## config.mk

```make
export PLATFORM = sky130hd
export DESIGN_NAME = duc_top
export DESIGN_NICKNAME = d
export VERILOG_FILES = /design/src/core/duc_pkg.sv /design/src/core/duc_top.sv
export SDC_FILE = /design/constraint.sdc
export NUM_CORES = 2
export LEC_CHECK = 0
export BUFFER_PORTS_ARGS = -buffer_cell sky130_fd_sc_hd__buf_2
export CORE_ASPECT_RATIO = 0.5
export CORE_UTILIZATION = 65
export DETAILED_ROUTE_END_ITERATION = 7
export PLACE_DENSITY = 0.84
export SLEW_MARGIN = 30
export SYNTH_ARGS = -nofsm -noshare
export SYNTH_HDL_FRONTEND = slang
export SYNTH_SLANG_ARGS = --single-unit
```

## constraint.sdc

```tcl
create_clock -name clock -period 6.5 [get_ports clock]
set_input_delay 0.975 -clock clock [delete_from_list [all_inputs] [get_ports clock]]
set_output_delay 0.975 -clock clock [all_outputs]
set_load 0.02 [all_outputs]
```

## src/core/duc_pkg.sv

```systemverilog
// Constants, carrier types and state codes for the DAC update/status control block.
// Assumes a 100 MHz clock and a 7-bit byte-addressed I/O space with 16-bit data.
package duc_pkg;
  localparam int CLK_PERIOD_NS = 10;
  localparam int CHAN_SHIFT_TIME_NS = 2000;
  localparam int COEFF_WRITE_TIME_NS = 1000000;
  // Shortest busy time, so round up
  localparam int CHAN_SHIFT_CYCLES = (CHAN_SHIFT_TIME_NS + CLK_PERIOD_NS - 1) / CLK_PERIOD_NS;
  localparam int COEFF_WRITE_CYCLES = (COEFF_WRITE_TIME_NS + CLK_PERIOD_NS - 1) / CLK_PERIOD_NS;

  localparam int NUM_CHAN = 16;
  localparam int COEFF_WORDS = 32;
  localparam int SHIFT_CNT_W = 8;
  localparam int COEFF_CNT_W = 17;

  localparam logic [6:0] OFS_CHAN_FIRST = 7'h00;
  localparam logic [6:0] OFS_CHAN_LAST = 7'h1E;
  localparam logic [6:0] OFS_TRANSPARENT = 7'h20;
  localparam logic [6:0] OFS_SIMULTANEOUS = 7'h22;
  localparam logic [6:0] OFS_TRIGGER = 7'h24;
  localparam logic [6:0] OFS_CHAN_BUSY = 7'h26;
  localparam logic [6:0] OFS_SOFT_RESET = 7'h28;
  localparam logic [6:0] OFS_COEFF_WEN = 7'h2A;
  localparam logic [6:0] OFS_COEFF_BUSY = 7'h2B;
  localparam logic [6:0] OFS_COEFF_FIRST = 7'h40;

  localparam int SOFT_RST_BIT = 7;
  localparam int COEFF_READY_BIT = 15;
  localparam logic [7:0] COEFF_WEN_KEY = 8'h03;
  localparam logic [15:0] SOFT_RESET_RST = 16'h0000;
  localparam logic [7:0] COEFF_WEN_RST = 8'h00;
  // Mid-scale code of the bipolar offset binary format is 0 V
  localparam logic [15:0] ZERO_VOLT_CODE = 16'h8000;

  typedef struct packed {
    logic sel;
    logic write;
    logic byte_acc;
    logic [6:0] addr;
    logic [15:0] wdata;
  } duc_req_s;

  typedef struct packed {
    logic ack;
    logic [15:0] rdata;
  } duc_rsp_s;

  typedef enum logic [2:0] {
    ST_IDLE = 3'b001,
    ST_WAIT = 3'b010,
    ST_ACK = 3'b100
  } duc_bus_e;

  typedef logic [15:0] duc_word_t;
endpackage

```

## src/core/duc_top.sv

```systemverilog
// Register side of a sixteen-channel double-buffered DAC: update modes, trigger,
// channel and coefficient busy status, soft reset and coefficient memory.
// Assumes a carrier bus master on the same clock that holds sel until ack.
`timescale 1ns/100ps
// Operation
// - Any trigger write fires the update, data ignored; reads return nothing.
// - Trigger copies all input latches into output latches at once.
// - Simultaneous mode holds new input data away from outputs until trigger.
// - Trigger write completes with one wait state.
// - Reset selects simultaneous mode and drives all outputs to zero volts.
// - Reset clears output latches only; input latches keep their contents.
// - Trigger write in transparent mode switches to simultaneous mode.
// - Write-status register bit n shows busy state of channel n.
// - Status bit drops on channel write, rises when serial transfer ends.
// - Writing one to control bit 7 sets all outputs to zero volts.
// - Control register resets to zero; byte and word accesses allowed.
// - Coefficient writes allowed only while write-enable bits 0 and 1 set.
// - Coefficient write in 40H..7FH stays in progress about one millisecond.
// - Coefficient status bit 15 low during write cycle, high after.
// - Coefficients readable at 40H..7FH by byte accesses only.
// - Signed 16-bit coefficient: high byte at even address, low at odd.
// - Coefficient read completes with one wait state.
// - Transparent mode updates a channel output as soon as it is written.
// - Sixteen channel registers 00H..1EH, each shifted out in about 2 us.
// - Writes to 20H/22H select transparent/simultaneous mode, one wait state.
module duc_top
  import duc_pkg::*;
#(
  parameter int COEFF_CYCLES = COEFF_WRITE_CYCLES
) (
  input wire logic clock,
  input wire logic sys_rst,
  input wire logic ce,
  input wire duc_req_s bus_req,
  output duc_rsp_s bus_rsp,
  output duc_word_t [NUM_CHAN-1:0] dac_out,
  output logic transparent_mode
);
  localparam int A_SHIFT = CHAN_SHIFT_CYCLES;

  function automatic logic is_chan(input logic [6:0] a, input logic b);
    is_chan = (a <= OFS_CHAN_LAST) && !a[0] && !b;
  endfunction

  function automatic logic is_coeff(input logic [6:0] a);
    is_coeff = (a >= OFS_COEFF_FIRST);
  endfunction

  duc_bus_e state_q;
  logic take;
  logic wr;
  logic trig_wr;
  logic soft_rst;
  logic chan_wr;
  logic coeff_wr;
  logic [3:0] chan_idx;
  logic [4:0] coeff_idx;
  logic [15:0] rdata_q;
  logic transparent_q;
  logic [15:0] ctrl_q;
  logic [7:0] coeff_wen_q;
  logic [COEFF_CNT_W-1:0] coeff_cnt_q;
  logic coeff_ready;
  logic [NUM_CHAN-1:0] chan_ready;
  duc_word_t [NUM_CHAN-1:0] in_latch_q;
  duc_word_t [NUM_CHAN-1:0] out_latch_q;
  duc_word_t [COEFF_WORDS-1:0] coeff_mem_q;
  logic [3:0] last_chan_q;

  assign take = ce && bus_req.sel && (state_q == ST_IDLE);
  assign wr = take && bus_req.write;
  assign trig_wr = wr && (bus_req.addr == OFS_TRIGGER);
  assign chan_wr = wr && is_chan(bus_req.addr, bus_req.byte_acc);
  assign chan_idx = bus_req.addr[4:1];
  assign coeff_idx = bus_req.addr[5:1];
  assign soft_rst = wr && (bus_req.addr == OFS_SOFT_RESET)
                    && bus_req.wdata[SOFT_RST_BIT];
  // Only byte writes reach the memory, and only when unlocked and idle
  assign coeff_wr = wr && is_coeff(bus_req.addr) && bus_req.byte_acc && coeff_ready
                    && (coeff_wen_q[1:0] == COEFF_WEN_KEY[1:0]);
  assign coeff_ready = (coeff_cnt_q == '0);

  // Every access gets exactly one wait state before ack
  always_ff @(posedge clock) begin
    if (sys_rst) begin
      state_q <= ST_IDLE;
    end else if (ce) begin
      unique case (state_q)
        ST_IDLE: begin
          if (bus_req.sel) begin
            state_q <= ST_WAIT;
          end
        end
        ST_WAIT: state_q <= ST_ACK;
        ST_ACK: state_q <= ST_IDLE;
        default: state_q <= ST_IDLE;
      endcase
    end
  end

  assign bus_rsp = '{ack: (state_q == ST_ACK), rdata: rdata_q};

  always_ff @(posedge clock) begin
    if (sys_rst) begin
      rdata_q <= '0;
    end else if (take) begin
      rdata_q <= '0;
      if (!bus_req.write) begin
        if (is_chan(bus_req.addr, bus_req.byte_acc)) begin
          rdata_q <= in_latch_q[chan_idx];
        end else if (bus_req.addr == OFS_CHAN_BUSY && !bus_req.byte_acc) begin
          rdata_q <= chan_ready;
        end else if (bus_req.addr == OFS_SOFT_RESET) begin
          rdata_q <= ctrl_q;
        end else if (bus_req.addr == OFS_COEFF_WEN) begin
          rdata_q <= bus_req.byte_acc ? {8'h00, coeff_wen_q}
                                      : {coeff_ready, 7'h00, coeff_wen_q};
        end else if (bus_req.addr == OFS_COEFF_BUSY && bus_req.byte_acc) begin
          rdata_q <= {8'h00, coeff_ready, 7'h00};
        end else if (is_coeff(bus_req.addr) && bus_req.byte_acc) begin
          // High byte at the even address
          rdata_q <= bus_req.addr[0] ? {8'h00, coeff_mem_q[coeff_idx][7:0]}
                                     : {8'h00, coeff_mem_q[coeff_idx][15:8]};
        end
      end
    end
  end

  always_ff @(posedge clock) begin
    if (sys_rst) begin
      transparent_q <= 1'b0;
    end else if (wr) begin
      if (bus_req.addr == OFS_TRANSPARENT) begin
        transparent_q <= 1'b1;
      end else if (bus_req.addr == OFS_SIMULTANEOUS || trig_wr) begin
        transparent_q <= 1'b0;
      end
    end
  end

  assign transparent_mode = transparent_q;

  // Bit 7 clears itself once the output reset has been done
  always_ff @(posedge clock) begin
    if (sys_rst) begin
      ctrl_q <= SOFT_RESET_RST;
    end else if (ce) begin
      if (wr && bus_req.addr == OFS_SOFT_RESET) begin
        ctrl_q[7:0] <= bus_req.wdata[7:0];
        if (!bus_req.byte_acc) begin
          ctrl_q[15:8] <= bus_req.wdata[15:8];
        end
      end else if (ctrl_q[SOFT_RST_BIT]) begin
        ctrl_q[SOFT_RST_BIT] <= 1'b0;
      end
    end
  end

  always_ff @(posedge clock) begin
    if (sys_rst) begin
      coeff_wen_q <= COEFF_WEN_RST;
    end else if (wr && bus_req.addr == OFS_COEFF_WEN) begin
      coeff_wen_q <= bus_req.wdata[7:0];
    end
  end

  always_ff @(posedge clock) begin
    if (sys_rst) begin
      coeff_cnt_q <= '0;
    end else if (ce) begin
      if (coeff_wr) begin
        coeff_cnt_q <= COEFF_CNT_W'(COEFF_CYCLES);
      end else if (!coeff_ready) begin
        coeff_cnt_q <= coeff_cnt_q - 1'b1;
      end
    end
  end

  // Nonvolatile contents: not touched by reset
  always_ff @(posedge clock) begin
    if (coeff_wr) begin
      if (bus_req.addr[0]) begin
        coeff_mem_q[coeff_idx][7:0] <= bus_req.wdata[7:0];
      end else begin
        coeff_mem_q[coeff_idx][15:8] <= bus_req.wdata[7:0];
      end
    end
  end

  always_ff @(posedge clock) begin
    if (sys_rst) begin
      last_chan_q <= '0;
    end else if (chan_wr) begin
      last_chan_q <= chan_idx;
    end
  end

  genvar g;
  generate
    for (g = 0; g < NUM_CHAN; g++) begin : g_chan
      logic [SHIFT_CNT_W-1:0] shift_cnt_q;
      logic hit;
      assign hit = chan_wr && (chan_idx == 4'(g));
      assign chan_ready[g] = (shift_cnt_q == '0);

      // Input latch keeps its contents across reset
      always_ff @(posedge clock) begin
        if (hit) begin
          in_latch_q[g] <= bus_req.wdata;
        end
      end

      always_ff @(posedge clock) begin
        if (sys_rst) begin
          shift_cnt_q <= '0;
        end else if (ce) begin
          if (hit) begin
            shift_cnt_q <= SHIFT_CNT_W'(CHAN_SHIFT_CYCLES);
          end else if (!chan_ready[g]) begin
            shift_cnt_q <= shift_cnt_q - 1'b1;
          end
        end
      end

      // Soft reset beats a trigger in the same cycle
      always_ff @(posedge clock) begin
        if (sys_rst || (ce && ctrl_q[SOFT_RST_BIT]) || soft_rst) begin
          out_latch_q[g] <= ZERO_VOLT_CODE;
        end else if (trig_wr) begin
          out_latch_q[g] <= in_latch_q[g];
        end else if (hit && transparent_q) begin
          out_latch_q[g] <= bus_req.wdata;
        end
      end
    end
  endgenerate

  assign dac_out = out_latch_q;

  property p_ack_one_wait;
    @(posedge clock) disable iff (sys_rst || !ce)
    take |-> !bus_rsp.ack ##1 !bus_rsp.ack ##1 bus_rsp.ack ##1 !bus_rsp.ack;
  endproperty
  a_ack_one_wait: assert property (p_ack_one_wait) else $error("ack timing wrong");

  property p_trig_copy;
    @(posedge clock) disable iff (sys_rst)
    (trig_wr && !soft_rst && !ctrl_q[SOFT_RST_BIT]) |=> (dac_out == $past(in_latch_q));
  endproperty
  a_trig_copy: assert property (p_trig_copy) else $error("trigger did not copy all");

  property p_trig_mode;
    @(posedge clock) disable iff (sys_rst)
    (trig_wr && transparent_q) |=> !transparent_mode;
  endproperty
  a_trig_mode: assert property (p_trig_mode) else $error("trigger kept transparent");

  property p_hold;
    @(posedge clock) disable iff (sys_rst)
    (!transparent_q && !trig_wr && !soft_rst && !ctrl_q[SOFT_RST_BIT]) |=> $stable(dac_out);
  endproperty
  a_hold: assert property (p_hold) else $error("output moved without trigger");

  property p_busy_low;
    @(posedge clock) disable iff (sys_rst)
    chan_wr |=> !chan_ready[last_chan_q];
  endproperty
  a_busy_low: assert property (p_busy_low) else $error("busy bit not low");

  property p_busy_len;
    @(posedge clock) disable iff (sys_rst || !ce)
    (chan_wr && chan_idx == 4'h0) |-> ##[A_SHIFT:A_SHIFT] !chan_ready[0] ##1 chan_ready[0];
  endproperty
  a_busy_len: assert property (p_busy_len) else $error("channel busy wrong length");

  property p_soft;
    @(posedge clock) disable iff (sys_rst)
    soft_rst |=> (dac_out == {NUM_CHAN{ZERO_VOLT_CODE}});
  endproperty
  a_soft: assert property (p_soft) else $error("soft reset left output");

  property p_trans;
    @(posedge clock) disable iff (sys_rst)
    (chan_wr && transparent_q && !trig_wr && !soft_rst && !ctrl_q[SOFT_RST_BIT])
      |=> (dac_out[last_chan_q] == $past(bus_req.wdata));
  endproperty
  a_trans: assert property (p_trans) else $error("transparent write not output");

  property p_coeff_gate;
    @(posedge clock) disable iff (sys_rst)
    $fell(coeff_ready) |-> ($past(coeff_wen_q[1:0]) == COEFF_WEN_KEY[1:0]);
  endproperty
  a_coeff_gate: assert property (p_coeff_gate) else $error("coeff write locked");

  property p_reset;
    @(posedge clock)
    $past(sys_rst) |-> (!transparent_mode && ctrl_q == SOFT_RESET_RST && (&chan_ready)
                        && dac_out == {NUM_CHAN{ZERO_VOLT_CODE}});
  endproperty
  a_reset: assert property (p_reset) else $error("bad state after reset");
endmodule

```

==> results.toml <==
[run_status]
status = "finished, violations left"
violations = "DRC"

[worst_setup_path]
worstPathBufferInverterCount = 3
crit_type = "in -> reg"
cp_max_fo = 68
cpMaxStageDelayCell = "a2111oi_1"
required_ps = 7120
crit_chain = "buf_8, buf_4, mux4_2, mux2i_1, nor2_1, a2111oi_1, buf_4, a2111oi_1, a21o_1"
end_kind = "flip-flop"
cp_top_family = "buffers and inverters"
critical-path-max-stage-delay_ps = 930
arrival_ps = 4650
cp-start-kind = "input pin"

[logic_synthesis]
netlist.area_leader.share = 0.4271
synthMuxAreaShare = 0.1337
ys_seq_area_frac = 0.5920
synth_top_family_by_area = "simple AND/OR/NAND/NOR gates"
synth_cells = 4330
synth_xor_area_frac = 0.01638
synthArstFlopShare = 0
synthTopCellsByCount = "768 x edfxtp_1, 521 x and3_1, 445 x dfxtp_1"
yosysTopAreaCell = "edfxtp_1"
ys_types = 81
yosysMostFrequentCell = "edfxtp_1"
avgSynthCellArea_um2 = 12.47
synthAdderAreaFrac = 0.003939
ys_ff_latch = 1213
mappedNetlistNets = 4376
synth_ff_type = "edfxtp_1"
synth_simple_gate_area_frac = 0.1491
synth_area_um2 = 54000
synth_top_cells_by_area = "edfxtp_1 43%, dfxtp_1 16%, mux4_2 8.5%"
synth_edf_count = 768
yosys_warnings = 0
synth_compound_area_frac = 0.06668

[floorplan]
dieWidth_um = 409.6
die_area_um2 = 84310
dieHeight_um = 205.8
ios = 303
core_um2 = 81940
initial_core_util = 0.6590
rows = 74

[placed_design]
gp_congestion = 0.9478
port_buffers = 302
dp_hpwl_mm = 102.6

[clock_network]
path_clk_slew_ps = 70
root_buffer = "clkbuf_16"
postCtsSetupRepairBufs = 0
cts_resized = 0
cts_tree = "done"
cts_made_buffers = 101
cts_sinks = 1213
holdBufCountCts = 0
insertion_delay_ps = 730
htreeDepth = 3
cts_buffer_depth = 3

[timing]
hold_ws_ps = 465.2
hold_violations = 0
relSlewSlack = 0.2816
rsz0062_at_grt = "false"
max_freq_mhz = 248.5
finalSetupViolations = 0
tightest_slew_ps = 1075
post-route-period-util = 0.6190
skew_ps = 29.24
setup_tns_ps = 0
maxSlewViolCount = 0
period_needed_ps = 4024

[drt]
first_pass_iters = 8
totalWireLength_mm = 166.4
routedWlPerCell_um = 29.81
ant_nets = 0
vias_per_cell = 7.162
vias = 39980
drc_errors = 110
drtIter0Drc = 7178

[job]
maxCapViolCount = 0

[min_path]
hold_path_class = "reg -> reg"

[power_and_ir_drop]
leakagePower_nw = 24.94
vdd_drop_max_mv = 0.2267
power.total_mw = 17.99
power_density_nw_per_um2 = 301.5

[global_route]
grt_pass1_vias = 38200
grt_max_degree = 131
overflow = 0
antenna_found_initial = 7
grt_pass1_wl_mm = 244.7
grt_usage = 0.3896

[final_layout]
multi_input_area_um2 = 20420
final_nets = 4438
area_delta_synth_final_pct = 10.49
fillers = 4918
drive_gt1_frac = 0.2008
seqCellArea_um2 = 31970
==> worst reg2reg max path, cell delays in order (launching register included) <==
cell      delay, ps
dfxtp_1         340
nand4b_1        390
nor2_1          570
nand2_1         250
nor2_1          380
nand2_8         460
nor3_2          760
buf_4           300
==> report_power, final <==
part           switching, mW  internal [mW]  total [mW]
Combinational           1.74           1.10        2.83
Clock                   2.89           3.42        6.31
Sequential             0.350           8.49        8.84
==> logic make-up (layout without fill, tap and decap cells) <==
| group | after synthesis | after routing |
|---|---|---|
| adder cells (fa/ha/maj) | 17 | 17 |
| AND/OR/NAND/NOR | 1540 | 1540 |
| flip-flops | 1213 | 1213 |
| multiplexers | 465 | 465 |
| XOR/XNOR | 101 | 101 |
| other | 0 | 4 |
| AO/OA/AOI/OAI | 503 | 503 |
| buffers and inverters | 491 | 638 |
==> layer usage <==
layer / GRT usage / wire [um] / up-vias / share of wire
li1: - / - / 16420 / -
met4: 0.2315 / 12050 / 4 / 0.072
met5: 0 / 23 / - / 0.00014
met1: 0.4936 / 55480 / 19420 / 0.33
met3: 0.09924 / 22700 / 755 / 0.14
met2: 0.6124 / 76150 / 3385 / 0.46
==> flip-flops by register name, summed over array words and instances, names as in the netlist <==
signal              cells
coeff_cnt_q            17
in_latch_q            256
dac_out               256
transparent_mode        1
state_q                 3
ctrl_q                 16
rdata_q                16
coeff_wen_q             8
coeff_mem_q           512
g_chan.shift_cnt_q    128
==> worst paths after layout <==
path                                  from                   endpoint  slack [ps]  cells past startpoint
hold / removal    rdata_q[10]$_SDFFE_PP0N_   rdata_q[10]$_SDFFE_PP0N_         470                      2
hold reg to reg   rdata_q[10]$_SDFFE_PP0N_   rdata_q[10]$_SDFFE_PP0N_         470                      2
setup / recovery               bus_req[17]    rdata_q[5]$_SDFFE_PP0N_        2480                      9
setup reg to reg   state_q[1]$_SDFFE_PP0P_  coeff_mem_q[65]$_DFFE_PP_        2730                      7
==> area by class of cell <==
cell class | instances | area share
Inverter | 63 | 0.003984
Clock inverter | 50 | 0.007507
Timing Repair Buffer | 387 | 0.03854
Sequential cell | 1213 | 0.5359
Clock buffer | 138 | 0.04869
Multi-Input combinational cell | 2626 | 0.3421
Antenna cell | 4 | 0.0001678
Tap cell | 1102 | 0.02311
==> cell usage in the layout (no fill, tap or decap), types with 13 or more instances in the layout <==
master,n
edfxtp_1,768
and3_1,521
dfxtp_1,444
nor2_1,416
buf_2,294
mux2i_1,241
mux4_2,203
a211oi_1,198
nand2_1,185
clkbuf_16,108
a21oi_1,96
nand3_1,96
buf_4,79
nor3_2,67
nor3_1,62
inv_1,59
a311oi_1,53
xnor2_1,51
xor2_1,50
o21ai_0,46
nor4_1,28
nand2b_1,26
clkinv_2,21
mux2_2,21
clkbuf_1,21
ha_1,17
or3_1,16
clkinv_1,15
or4_1,14
a31oi_1,13
==> metrics by stage <==
step | worst slack (ps) | cells | util | area (um^2)
6_report | 2476 | 5583 | 0.7282 | 59670
5_1_grt | 2328 | 5581 | 0.7281 | 59660
2_1_floorplan | 3154 | 4330 | - | 54000
3_5_place_dp | 1792 | 5391 | 0.6868 | 56280
4_1_cts | 2372 | 5579 | 0.7277 | 59630
3_3_place_gp | 1485 | 5383 | 0.6819 | 55880
No activity file was read; power rests on OpenSTA's default activity.
